[src/rtl/osc_startup_defs.svh]
// constants for the oscillator start-up sequencer
`ifndef OSC_STARTUP_DEFS_SVH
`define OSC_STARTUP_DEFS_SVH
`define FREQ_CTRL_A_ADDR 8'h00
`define FREQ_CTRL_B_ADDR 8'h04
`define SEQ_STATUS_ADDR 8'h08
`define FREQ_CTRL_A_RESET 8'h33
`define FREQ_CTRL_B_RESET 8'h03
`define DIV_SEL_LSB 0
`define MODE_SEL_LSB 2
`define SYS_SEL_BIT 0
`define OSC_EN_BIT 1
`define DOUBLER_BIT 2
`define LOCK_BIT 7
`define SLOW_STAB_COUNT 8192
`define BOOT_STAB_COUNT 8192
`define SHORT_STAB_COUNT 128
`define LONG_STAB_COUNT 4096
`define PLL_MULT 250
`define PLL_LOCK_MIN 244
`define PLL_LOCK_MAX 256
`define AXI_RESP_OKAY 2'h0
`define AXI_RESP_SLVERR 2'h2
`endif

[src/rtl/osc_startup_pkg.sv]
// types for the oscillator start-up sequencer
package osc_startup_pkg;
   typedef enum logic [1:0] {MODE_RC, MODE_XTAL, MODE_PLL, MODE_EXT} hsMode_type;
   typedef enum logic [1:0] {OSC_OFF, OSC_COUNT, OSC_RUN} oscState_type;
endpackage

[src/rtl/osc_startup_sequencer.sv]
// oscillator start-up and clock gating sequencer with axi4-lite registers
// Notes on behaviour
// - slow clock gated until 8192 counted
// - slow oscillator starts from power-on reset
// - stop halts slow; wake repeats full start
// - doubler bit gives 64 kHz enable
// - cpu stalls on unready selected clock
// - rc mode delivers after 128 pulses
// - reset release needs 8192 rc pulses
// - rc and pll free both pins
// - crystal mode owns both pins
// - crystal mode delivers after 4096 pulses
// - external clock on input pin only
// - pll lock within 2.5 percent of 250x
// - pll mode delivers after 4096 pulses
// - pll undivided setting halves like setting one
// - pll reference is raw slow clock
// - hold system reset until rc boot count
// - enable after mode set starts sequence
// - stop halts fast; wake repeats count
// - count 128 rc/ext, 4096 crystal/pll
// - mode change only while disabled
// - disabled oscillation forces slow select
`timescale 1ns/1ps
`default_nettype none
`include "osc_startup_defs.svh"
module osc_startup_sequencer
   import osc_startup_pkg::*;
#(
   parameter int SLOW_STAB = `SLOW_STAB_COUNT,
   parameter int BOOT_STAB = `BOOT_STAB_COUNT,
   parameter int LONG_STAB = `LONG_STAB_COUNT,
   parameter int SHORT_STAB = `SHORT_STAB_COUNT
)(
   input wire logic clk,
   input wire logic rst_n,
   input wire logic slowXtalIn,
   input wire logic fastOscPinIn,
   input wire logic rcOscIn,
   input wire logic pllOscIn,
   input wire logic extWake,
   input wire logic stopReq,
   input wire logic [7:0] s_axi_awaddr,
   input wire logic s_axi_awvalid,
   output logic s_axi_awready,
   input wire logic [31:0] s_axi_wdata,
   input wire logic [3:0] s_axi_wstrb,
   input wire logic s_axi_wvalid,
   output logic s_axi_wready,
   output logic [1:0] s_axi_bresp,
   output logic s_axi_bvalid,
   input wire logic s_axi_bready,
   input wire logic [7:0] s_axi_araddr,
   input wire logic s_axi_arvalid,
   output logic s_axi_arready,
   output logic [31:0] s_axi_rdata,
   output logic [1:0] s_axi_rresp,
   output logic s_axi_rvalid,
   input wire logic s_axi_rready,
   output logic slowClock,
   output logic slowDoubleClock,
   output logic fastClock,
   output logic sysClockSelect,
   output logic systemReset,
   output logic cpuStall,
   output logic pllLockFlag,
   output logic stopActive,
   output logic fastOscPinOut,
   output logic fastOscPinOutEn_n,
   output logic fastPinInGpioFree,
   output logic fastPinOutGpioFree
);
   logic [1:0] rstPipe;
   logic rstSync;
   logic [4:0] sync1, sync2, sync3;
   logic [2:0] syncFill;
   logic slowEdge, slowFall, fastPinEdge, rcEdge, pllEdge, wakeSeen;
   logic [1:0] divSel, next_divSel;
   hsMode_type hsMode;
   logic hsOscEnable, lsDoublerEnable;
   logic [13:0] slowCnt, fastCnt;
   logic [8:0] pllCnt;
   oscState_type slowState, fastState;
   logic bootPhase;
   logic fastSrcEdge;
   logic [2:0] divCnt;
   logic awHeld, wHeld;
   logic [7:0] awAddr;
   logic [31:0] wData;
   logic [3:0] wStrb;
   logic doWrite;

   // reset release through two flops
   always_ff @(posedge clk or negedge rst_n) begin
      if (!rst_n) begin
         rstPipe <= 2'h0;
      end else begin
         rstPipe <= {rstPipe[0], 1'b1};
      end
   end
   assign rstSync = rstPipe[1];

   // pin synchronisers and one more stage for edges
   always_ff @(posedge clk or negedge rstSync) begin
      if (!rstSync) begin
         sync1 <= 5'h00;
         sync2 <= 5'h00;
         sync3 <= 5'h00;
         syncFill <= 3'h0;
      end else begin
         sync1 <= {extWake, pllOscIn, rcOscIn, fastOscPinIn, slowXtalIn};
         sync2 <= sync1;
         sync3 <= sync2;
         syncFill <= {syncFill[1:0], 1'b1};
      end
   end
   // edges masked until both compare stages hold real pin levels
   assign slowEdge = syncFill[2] & sync2[0] & ~sync3[0];
   assign slowFall = syncFill[2] & ~sync2[0] & sync3[0];
   assign fastPinEdge = syncFill[2] & sync2[1] & ~sync3[1];
   assign rcEdge = syncFill[2] & sync2[2] & ~sync3[2];
   assign pllEdge = syncFill[2] & sync2[3] & ~sync3[3];
   assign wakeSeen = sync2[4];

   function automatic logic [13:0] stabCount(input hsMode_type m, input logic boot);
      logic [13:0] c;
      c = 14'(SHORT_STAB);
      if (boot) begin
         c = 14'(BOOT_STAB);
      end else if (m == MODE_XTAL || m == MODE_PLL) begin
         c = 14'(LONG_STAB);
      end
      return c;
   endfunction

   // stop entry by software, release by external interrupt
   always_ff @(posedge clk or negedge rstSync) begin
      if (!rstSync) begin
         stopActive <= 1'b0;
      end else if (stopActive && wakeSeen) begin
         stopActive <= 1'b0;
      end else if (stopReq) begin
         stopActive <= 1'b1;
      end
   end

   // slow oscillator runs from reset, no software step
   // stop halts slow side, restarts whole count
   always_ff @(posedge clk or negedge rstSync) begin
      if (!rstSync) begin
         slowState <= OSC_COUNT;
         slowCnt <= 14'h0000;
      end else if (stopActive) begin
         slowState <= OSC_COUNT;
         slowCnt <= 14'h0000;
      end else begin
         case (slowState)
            OSC_COUNT: begin
               if (slowEdge) begin
                  if (slowCnt == 14'(SLOW_STAB - 1)) begin
                     slowState <= OSC_RUN;
                  end
                  slowCnt <= slowCnt + 14'h0001;
               end
            end
            OSC_RUN: begin
               slowCnt <= slowCnt;
            end
            default: begin
               slowState <= OSC_COUNT;
            end
         endcase
      end
   end

   // slow clock enables and doubled rate
   always_ff @(posedge clk or negedge rstSync) begin
      if (!rstSync) begin
         slowClock <= 1'b0;
         slowDoubleClock <= 1'b0;
      end else begin
         slowClock <= slowState == OSC_RUN && slowEdge;
         // both edges give twice the slow rate
         slowDoubleClock <= slowState == OSC_RUN && lsDoublerEnable && (slowEdge || slowFall);
      end
   end

   always_comb begin
      case (hsMode)
         MODE_RC: fastSrcEdge = rcEdge;
         MODE_PLL: fastSrcEdge = pllEdge;
         default: fastSrcEdge = fastPinEdge;
      endcase
   end

   // fast sequencer: boot count, then per-mode count after enable
   always_ff @(posedge clk or negedge rstSync) begin
      if (!rstSync) begin
         fastState <= OSC_COUNT;
         fastCnt <= 14'h0000;
         bootPhase <= 1'b1;
      end else if (stopActive || !hsOscEnable) begin
         // counter restarts on disable or stop
         fastState <= OSC_OFF;
         fastCnt <= 14'h0000;
      end else begin
         case (fastState)
            OSC_OFF: begin
               fastState <= OSC_COUNT;
               fastCnt <= 14'h0000;
            end
            OSC_COUNT: begin
               if (fastSrcEdge) begin
                  if (fastCnt == stabCount(hsMode, bootPhase) - 14'h0001) begin
                     fastState <= OSC_RUN;
                     bootPhase <= 1'b0;
                  end
                  fastCnt <= fastCnt + 14'h0001;
               end
            end
            OSC_RUN: begin
               fastCnt <= fastCnt;
            end
            default: begin
               fastState <= OSC_OFF;
            end
         endcase
      end
   end

   // system reset held through rc boot count
   always_ff @(posedge clk or negedge rstSync) begin
      if (!rstSync) begin
         systemReset <= 1'b1;
      end else begin
         systemReset <= bootPhase;
      end
   end

   // fast clock divider
   always_comb begin
      next_divSel = divSel;
      // undivided request in pll mode halves
      if (hsMode == MODE_PLL && divSel == 2'h0) begin
         next_divSel = 2'h1;
      end
   end

   always_ff @(posedge clk or negedge rstSync) begin
      if (!rstSync) begin
         divCnt <= 3'h0;
         fastClock <= 1'b0;
      end else if (fastState != OSC_RUN) begin
         divCnt <= 3'h0;
         fastClock <= 1'b0;
      end else begin
         fastClock <= fastSrcEdge && ((divCnt & ((3'h1 << next_divSel) - 3'h1)) == 3'h0);
         if (fastSrcEdge) begin
            divCnt <= divCnt + 3'h1;
         end
      end
   end

   // lock: pll pulses per slow cycle near 250
   // reference taken from the raw slow edge
   always_ff @(posedge clk or negedge rstSync) begin
      if (!rstSync) begin
         pllCnt <= 9'h000;
         pllLockFlag <= 1'b0;
      end else if (stopActive || !hsOscEnable || hsMode != MODE_PLL) begin
         pllCnt <= 9'h000;
         pllLockFlag <= 1'b0;
      end else if (slowEdge) begin
         pllLockFlag <= pllCnt >= 9'(`PLL_LOCK_MIN) && pllCnt <= 9'(`PLL_LOCK_MAX);
         pllCnt <= 9'(pllEdge);
      end else if (pllEdge && pllCnt != 9'h1FF) begin
         pllCnt <= pllCnt + 9'h001;
      end
   end

   // pin ownership by mode
   always_ff @(posedge clk or negedge rstSync) begin
      if (!rstSync) begin
         fastPinInGpioFree <= 1'b1;
         fastPinOutGpioFree <= 1'b1;
         fastOscPinOutEn_n <= 1'b1;
         fastOscPinOut <= 1'b0;
      end else begin
         // rc/pll free both, crystal owns both
         fastPinInGpioFree <= hsMode == MODE_RC || hsMode == MODE_PLL;
         fastPinOutGpioFree <= hsMode != MODE_XTAL;
         fastOscPinOutEn_n <= !(hsMode == MODE_XTAL && hsOscEnable && !stopActive);
         fastOscPinOut <= ~sync2[1];
      end
   end

   // stall cpu while the chosen clock is not ready
   always_ff @(posedge clk or negedge rstSync) begin
      if (!rstSync) begin
         cpuStall <= 1'b1;
      end else begin
         cpuStall <= sysClockSelect ? fastState != OSC_RUN : slowState != OSC_RUN;
      end
   end

   // axi4-lite write path
   assign doWrite = awHeld && wHeld && !s_axi_bvalid;
   always_ff @(posedge clk or negedge rstSync) begin
      if (!rstSync) begin
         awHeld <= 1'b0;
         wHeld <= 1'b0;
         awAddr <= 8'h00;
         wData <= 32'h0000_0000;
         wStrb <= 4'h0;
         s_axi_awready <= 1'b0;
         s_axi_wready <= 1'b0;
         s_axi_bvalid <= 1'b0;
         s_axi_bresp <= `AXI_RESP_OKAY;
      end else begin
         s_axi_awready <= !awHeld && !(s_axi_awvalid && s_axi_awready);
         s_axi_wready <= !wHeld && !(s_axi_wvalid && s_axi_wready);
         if (s_axi_awvalid && s_axi_awready) begin
            awHeld <= 1'b1;
            awAddr <= s_axi_awaddr;
         end
         if (s_axi_wvalid && s_axi_wready) begin
            wHeld <= 1'b1;
            wData <= s_axi_wdata;
            wStrb <= s_axi_wstrb;
         end
         if (doWrite) begin
            awHeld <= 1'b0;
            wHeld <= 1'b0;
            s_axi_bvalid <= 1'b1;
            if (awAddr == `FREQ_CTRL_A_ADDR || awAddr == `FREQ_CTRL_B_ADDR || awAddr == `SEQ_STATUS_ADDR) begin
               s_axi_bresp <= `AXI_RESP_OKAY;
            end else begin
               s_axi_bresp <= `AXI_RESP_SLVERR;
            end
         end else if (s_axi_bvalid && s_axi_bready) begin
            s_axi_bvalid <= 1'b0;
         end
      end
   end

   // control bits
   always_ff @(posedge clk or negedge rstSync) begin
      if (!rstSync) begin
         divSel <= 2'(`FREQ_CTRL_A_RESET >> `DIV_SEL_LSB);
         hsMode <= MODE_RC;
         hsOscEnable <= 1'(`FREQ_CTRL_B_RESET >> `OSC_EN_BIT);
         sysClockSelect <= 1'(`FREQ_CTRL_B_RESET >> `SYS_SEL_BIT);
         lsDoublerEnable <= 1'(`FREQ_CTRL_B_RESET >> `DOUBLER_BIT);
      end else begin
         if (doWrite && wStrb[0] && awAddr == `FREQ_CTRL_A_ADDR) begin
            divSel <= wData[`DIV_SEL_LSB +: 2];
            if (!hsOscEnable) begin
               hsMode <= hsMode_type'(wData[`MODE_SEL_LSB +: 2]);
            end
         end
         if (doWrite && wStrb[0] && awAddr == `FREQ_CTRL_B_ADDR) begin
            hsOscEnable <= wData[`OSC_EN_BIT];
            lsDoublerEnable <= wData[`DOUBLER_BIT];
            sysClockSelect <= wData[`SYS_SEL_BIT] && wData[`OSC_EN_BIT];
         end else if (!hsOscEnable) begin
            sysClockSelect <= 1'b0;
         end
      end
   end

   // axi4-lite read path
   always_ff @(posedge clk or negedge rstSync) begin
      if (!rstSync) begin
         s_axi_arready <= 1'b0;
         s_axi_rvalid <= 1'b0;
         s_axi_rdata <= 32'h0000_0000;
         s_axi_rresp <= `AXI_RESP_OKAY;
      end else begin
         s_axi_arready <= !s_axi_rvalid && !(s_axi_arvalid && s_axi_arready);
         if (s_axi_arvalid && s_axi_arready) begin
            s_axi_rvalid <= 1'b1;
            s_axi_rresp <= `AXI_RESP_OKAY;
            s_axi_rdata <= 32'h0000_0000;
            if (s_axi_araddr == `FREQ_CTRL_A_ADDR) begin
               s_axi_rdata[`DIV_SEL_LSB +: 2] <= divSel;
               s_axi_rdata[`MODE_SEL_LSB +: 2] <= hsMode;
            end else if (s_axi_araddr == `FREQ_CTRL_B_ADDR) begin
               s_axi_rdata[`SYS_SEL_BIT] <= sysClockSelect;
               s_axi_rdata[`OSC_EN_BIT] <= hsOscEnable;
               s_axi_rdata[`DOUBLER_BIT] <= lsDoublerEnable;
               s_axi_rdata[`LOCK_BIT] <= pllLockFlag;
            end else if (s_axi_araddr == `SEQ_STATUS_ADDR) begin
               s_axi_rdata[3:0] <= {stopActive, systemReset, fastState == OSC_RUN, slowState == OSC_RUN};
            end else begin
               s_axi_rresp <= `AXI_RESP_SLVERR;
            end
         end else if (s_axi_rvalid && s_axi_rready) begin
            s_axi_rvalid <= 1'b0;
         end
      end
   end
endmodule
`default_nettype wire

[config.mk]
export PLATFORM = sky130hd
export DESIGN_NAME = osc_startup_sequencer
export DESIGN_NICKNAME = d
export VERILOG_FILES = /design/src/rtl/osc_startup_pkg.sv /design/src/rtl/osc_startup_sequencer.sv
export VERILOG_INCLUDE_DIRS = /design/src /design/src/rtl
export SDC_FILE = /design/constraint.sdc
export NUM_CORES = 1
export LEC_CHECK = 0
export BUFFER_PORTS_ARGS = -buffer_cell sky130_fd_sc_hd__buf_2
export CORE_ASPECT_RATIO = 0.5
export CORE_MARGIN = 2
export CORE_UTILIZATION = 54
export CTS_BUF_LIST = sky130_fd_sc_hd__clkbuf_16
export CTS_CLUSTER_DIAMETER = 100
export CTS_CLUSTER_SIZE = 14
export DETAILED_ROUTE_END_ITERATION = 10
export PLACE_DENSITY = 0.81
export SETUP_SLACK_MARGIN = 0.4
export SYNTH_ARGS = -nofsm -noshare
export SYNTH_HDL_FRONTEND = slang
export SYNTH_SLANG_ARGS = --single-unit
[constraint.sdc]
create_clock -name clk -period 3.78 [get_ports clk]
set_input_delay 0 -clock clk [delete_from_list [all_inputs] [get_ports clk]]
set_output_delay 0 -clock clk [all_outputs]
set_load 0.01 [all_outputs]
==> summary.md <==
| Metric | Value |
|---|---|
| Vias/cell | ~5.5 |
| Num ports | 118 |
| Slew at the pin closest to its max-slew limit | 0.9106 ns |
| Avg Synthesized Cell Area | around 11 um^2 |
| Drc violations | 0 |
| Synth area leaders | dfrtp_1 48%, dfstp_2 6.2%, buf_4 4.5%, nor2_1 4.0%, xor2_1 2.9% |
| Global route overflow | 0 |
| Clk_lat worst skew | 0.35 ns |
| Clk sink count | 109 |
| CTS Buf Count | 9 |
| Req. time, crit path | between 4 and 5 ns |
| Cell Area, Synth | between 5000 and 6000 um^2 |
| Unique masters post-synth | 58 |
| Port Buf Inserts | 57 |
| Synth top cells by count | 97 x dfrtp_1, 54 x nor2_1, 35 x nand2_1 |
| CTS tree | built |
| Dpl cells | 637 |
| Synth-to-Final Area Change | 17.52% |
| CTS max path bufs | 2 |
| ANT cells | 0 |
| Sequential area share after synthesis | 0.5424 |
| Multi-input logic area | 2095 um^2 |
| Yosys warning count | 0 |
| Non-filler instance count after layout | 683 |
| Arr. time, crit path | 2.54 ns |
| CP Max Fanout | 15 |
| Count leader, synth | dfrtp_1 |
| Hpwl dp | 6.745 mm |
| Tot Pwr | ~2.8 mW |
| Max Fclk | 440.3 MHz |
| Die X | between 100 and 150 um |
| Slew HR | 0.3865 |
| Reg area | approximately 2700 um^2 |
| Flops & latches, synth | 109 |
| Setup TNS | 0 ns |
| Total Nets Final | around 640 |
| Vias in the first global route | 3617 |
| Design area | ~5900 um^2 |
| Global-route wire length before repair | 17.32 mm |
| Total routed wirelength | 10.31 mm |
| Setup bufs post-CTS | 0 |
| Final period utilization | 0.6008 |
| DIE AREA | ~10000 um^2 |
| Post-DRT Antenna Nets | 0 |
| Share of cells above drive strength 1 | 0.1979 |
| Tmin final | 2.271 ns |
| Largest net degree at the start of global routing | slightly below 70 |
| Syn Inst Count | 472 |
| Leak | between 2 and 3 nW |
| FILL cells | 633 |
| HP Class | in2reg |
| Core Box Area | around 8900 um^2 |
| Skew final | 0.004585 ns |
| Detailed Route Iter0 Violations | ~280 |
| Initial antenna violation count | 0 |
| Endpoints failing setup | 0 |
| Startpoint types | flip-flop |
| WS Path Type | reg2reg |
| Unrepaired setup endpoints after global routing | false |
| Root buffer cell | clkbuf_16 |
| Cell Pwr Density | 468.6 nW/um^2 |
| Max VDD drop | 326.4 uV |
| Max-Cap Viols | 0 |
| Slew Limit Fails | 0 |
| Die Y | 72.42 um |
| H-tree depth | 3 |
| Reg clk slew, reported paths | 0.08 ns |
| DRT Pass-1 Iters | 5 |
| Placed Area | 5351 um^2 |
| Status | completed |
| Initial Util | 0.5688 |
| PostCTS Resize Cnt | 0 |
| Core Util, Final | 0.6685 |
| GPL Wtd Cong | 0.7966 |
| Routed len/inst | about 15 um |
| Post-synth EDFFs | 0 |
| Global Route Usage Sum | 0.2189 |
| Final Hold Violating Endpoints | 0 |
| Post-CTS Hold Buffers | 30 |
| Synth async-reset ratio | 1.000 |
| Cell taking the most area after synthesis | dfrtp_1 |
| Row count | 24 |
| Top-area cell type share of the netlist area | 0.4801 |
| Crit. End Element | flip-flop |
| Main synth FF type | dfrtp_1 |
| Vias after detailed routing | between 3k and 4k |
layout by cell type, fill, tap and decap left out, drive strengths merged, types with 3 or more instances in the layout:
master       synthesis  routed
conb                 2      31
nor4                 8       8
ha                   9       9
nand3               24      24
inv                 15      20
o41ai                3       3
dlygate4sd3          0      30
mux2                18      18
dfrtp               97      97
nor3                 8       8
a31oi                3       3
nor2                54      54
clkbuf               7       9
and3                 5       5
o21ai               15      15
mux2i                8       8
or3                  3       3
and2                 5       5
xnor2               11      11
and4                 5       5
buf                 34      60
a21oi               19      19
nand2               36      36
nand4               13      13
xor2                17      17
dfstp               12      12
nor4b                4       4
nor2b                6       6
nand2b               5       5
worst max-delay path: stages (launching register included):
cell,delay [ns]
dfrtp_1,0.41
inv_1,0.09
ha_1,0.27
nor2_1,0.28
a211o_2,0.32
nand2_2,0.14
or4b_1,0.48
a31oi_1,0.19
per-stage QoR:
stage / hold WS (ns) / setup slack, ns
3_5_place_dp: -0.2139 / 1.535
6_report: 0.01388 / 1.509
2_1_floorplan: -0.2956 / 0.5397
5_1_grt: 0.04023 / 1.324
4_1_cts: 0.01011 / 1.510
3_3_place_gp: -0.2152 / 1.594
cell type report:
class	count	area share
Inverter	15	0.009476
Timing Repair Buffer	90	0.1023
Multi-Input combinational cell	336	0.3525
Clock buffer	9	0.03790
Sequential cell	109	0.4622
Tap cell	117	0.02464
Clock inverter	7	0.01095
flip-flops by register name (all words and copies together), names as in the netlist, 3 cells and up:
name and flops:
fastCnt 14, slowCnt 14, pllCnt 9, awAddr 8, s_axi_rdata 5, sync1 5, sync2 5, sync3 4
wData 4, divCnt 3, syncFill 3
final timing paths:
path | startpoint | endpoint | slack (ns) | cells after the start
max | hsMode[0] | fastCnt[0] | 1.51 | 7
min | s_axi_araddr[0] | s_axi_rdata[2] | 0.01 | 4
max reg2reg | hsMode[0] | fastCnt[0] | 1.51 | 7
min reg2reg | sync1[1] | sync2[1] | 0.35 | 0
max in group asynchronous | rstPipe[1] | bootPhase | 2.47 | 1
min in group asynchronous | rstPipe[1] | s_axi_awready | 0.43 | 0
cells by family after synthesis:
kind of cell / count (synthesis) / share of synthesized area
adder cells (fa/ha/maj): 9 / 0.02227
AO/OA/AOI/OAI: 53 / 0.06632
multiplexers: 26 / 0.05741
buffers and inverters: 56 / 0.06484
AND/OR/NAND/NOR: 189 / 0.1967
XOR/XNOR: 28 / 0.04850
other: 2 / 0.001485
flip-flops: 109 / 0.5424
routing by layer:
layer | wire length [um] | GRT usage | vias to the layer above | share of wire
met1 | 4522 | 0.2784 | 1841 | 0.44
met5 | 0 | 0 | - | 0
met2 | 5095 | 0.3659 | 122 | 0.49
met4 | 192 | 0.07889 | 0 | 0.019
li1 | - | - | 1755 | -
met3 | 501 | 0.06403 | 22 | 0.049
report_power, final:
group	switching (mW)	internal [mW]
Clock	0.460	0.465
Sequential	0.122	1.31
Combinational	0.225	0.200
Total	0.807	1.98
Power figures use the tool's default switching activity.
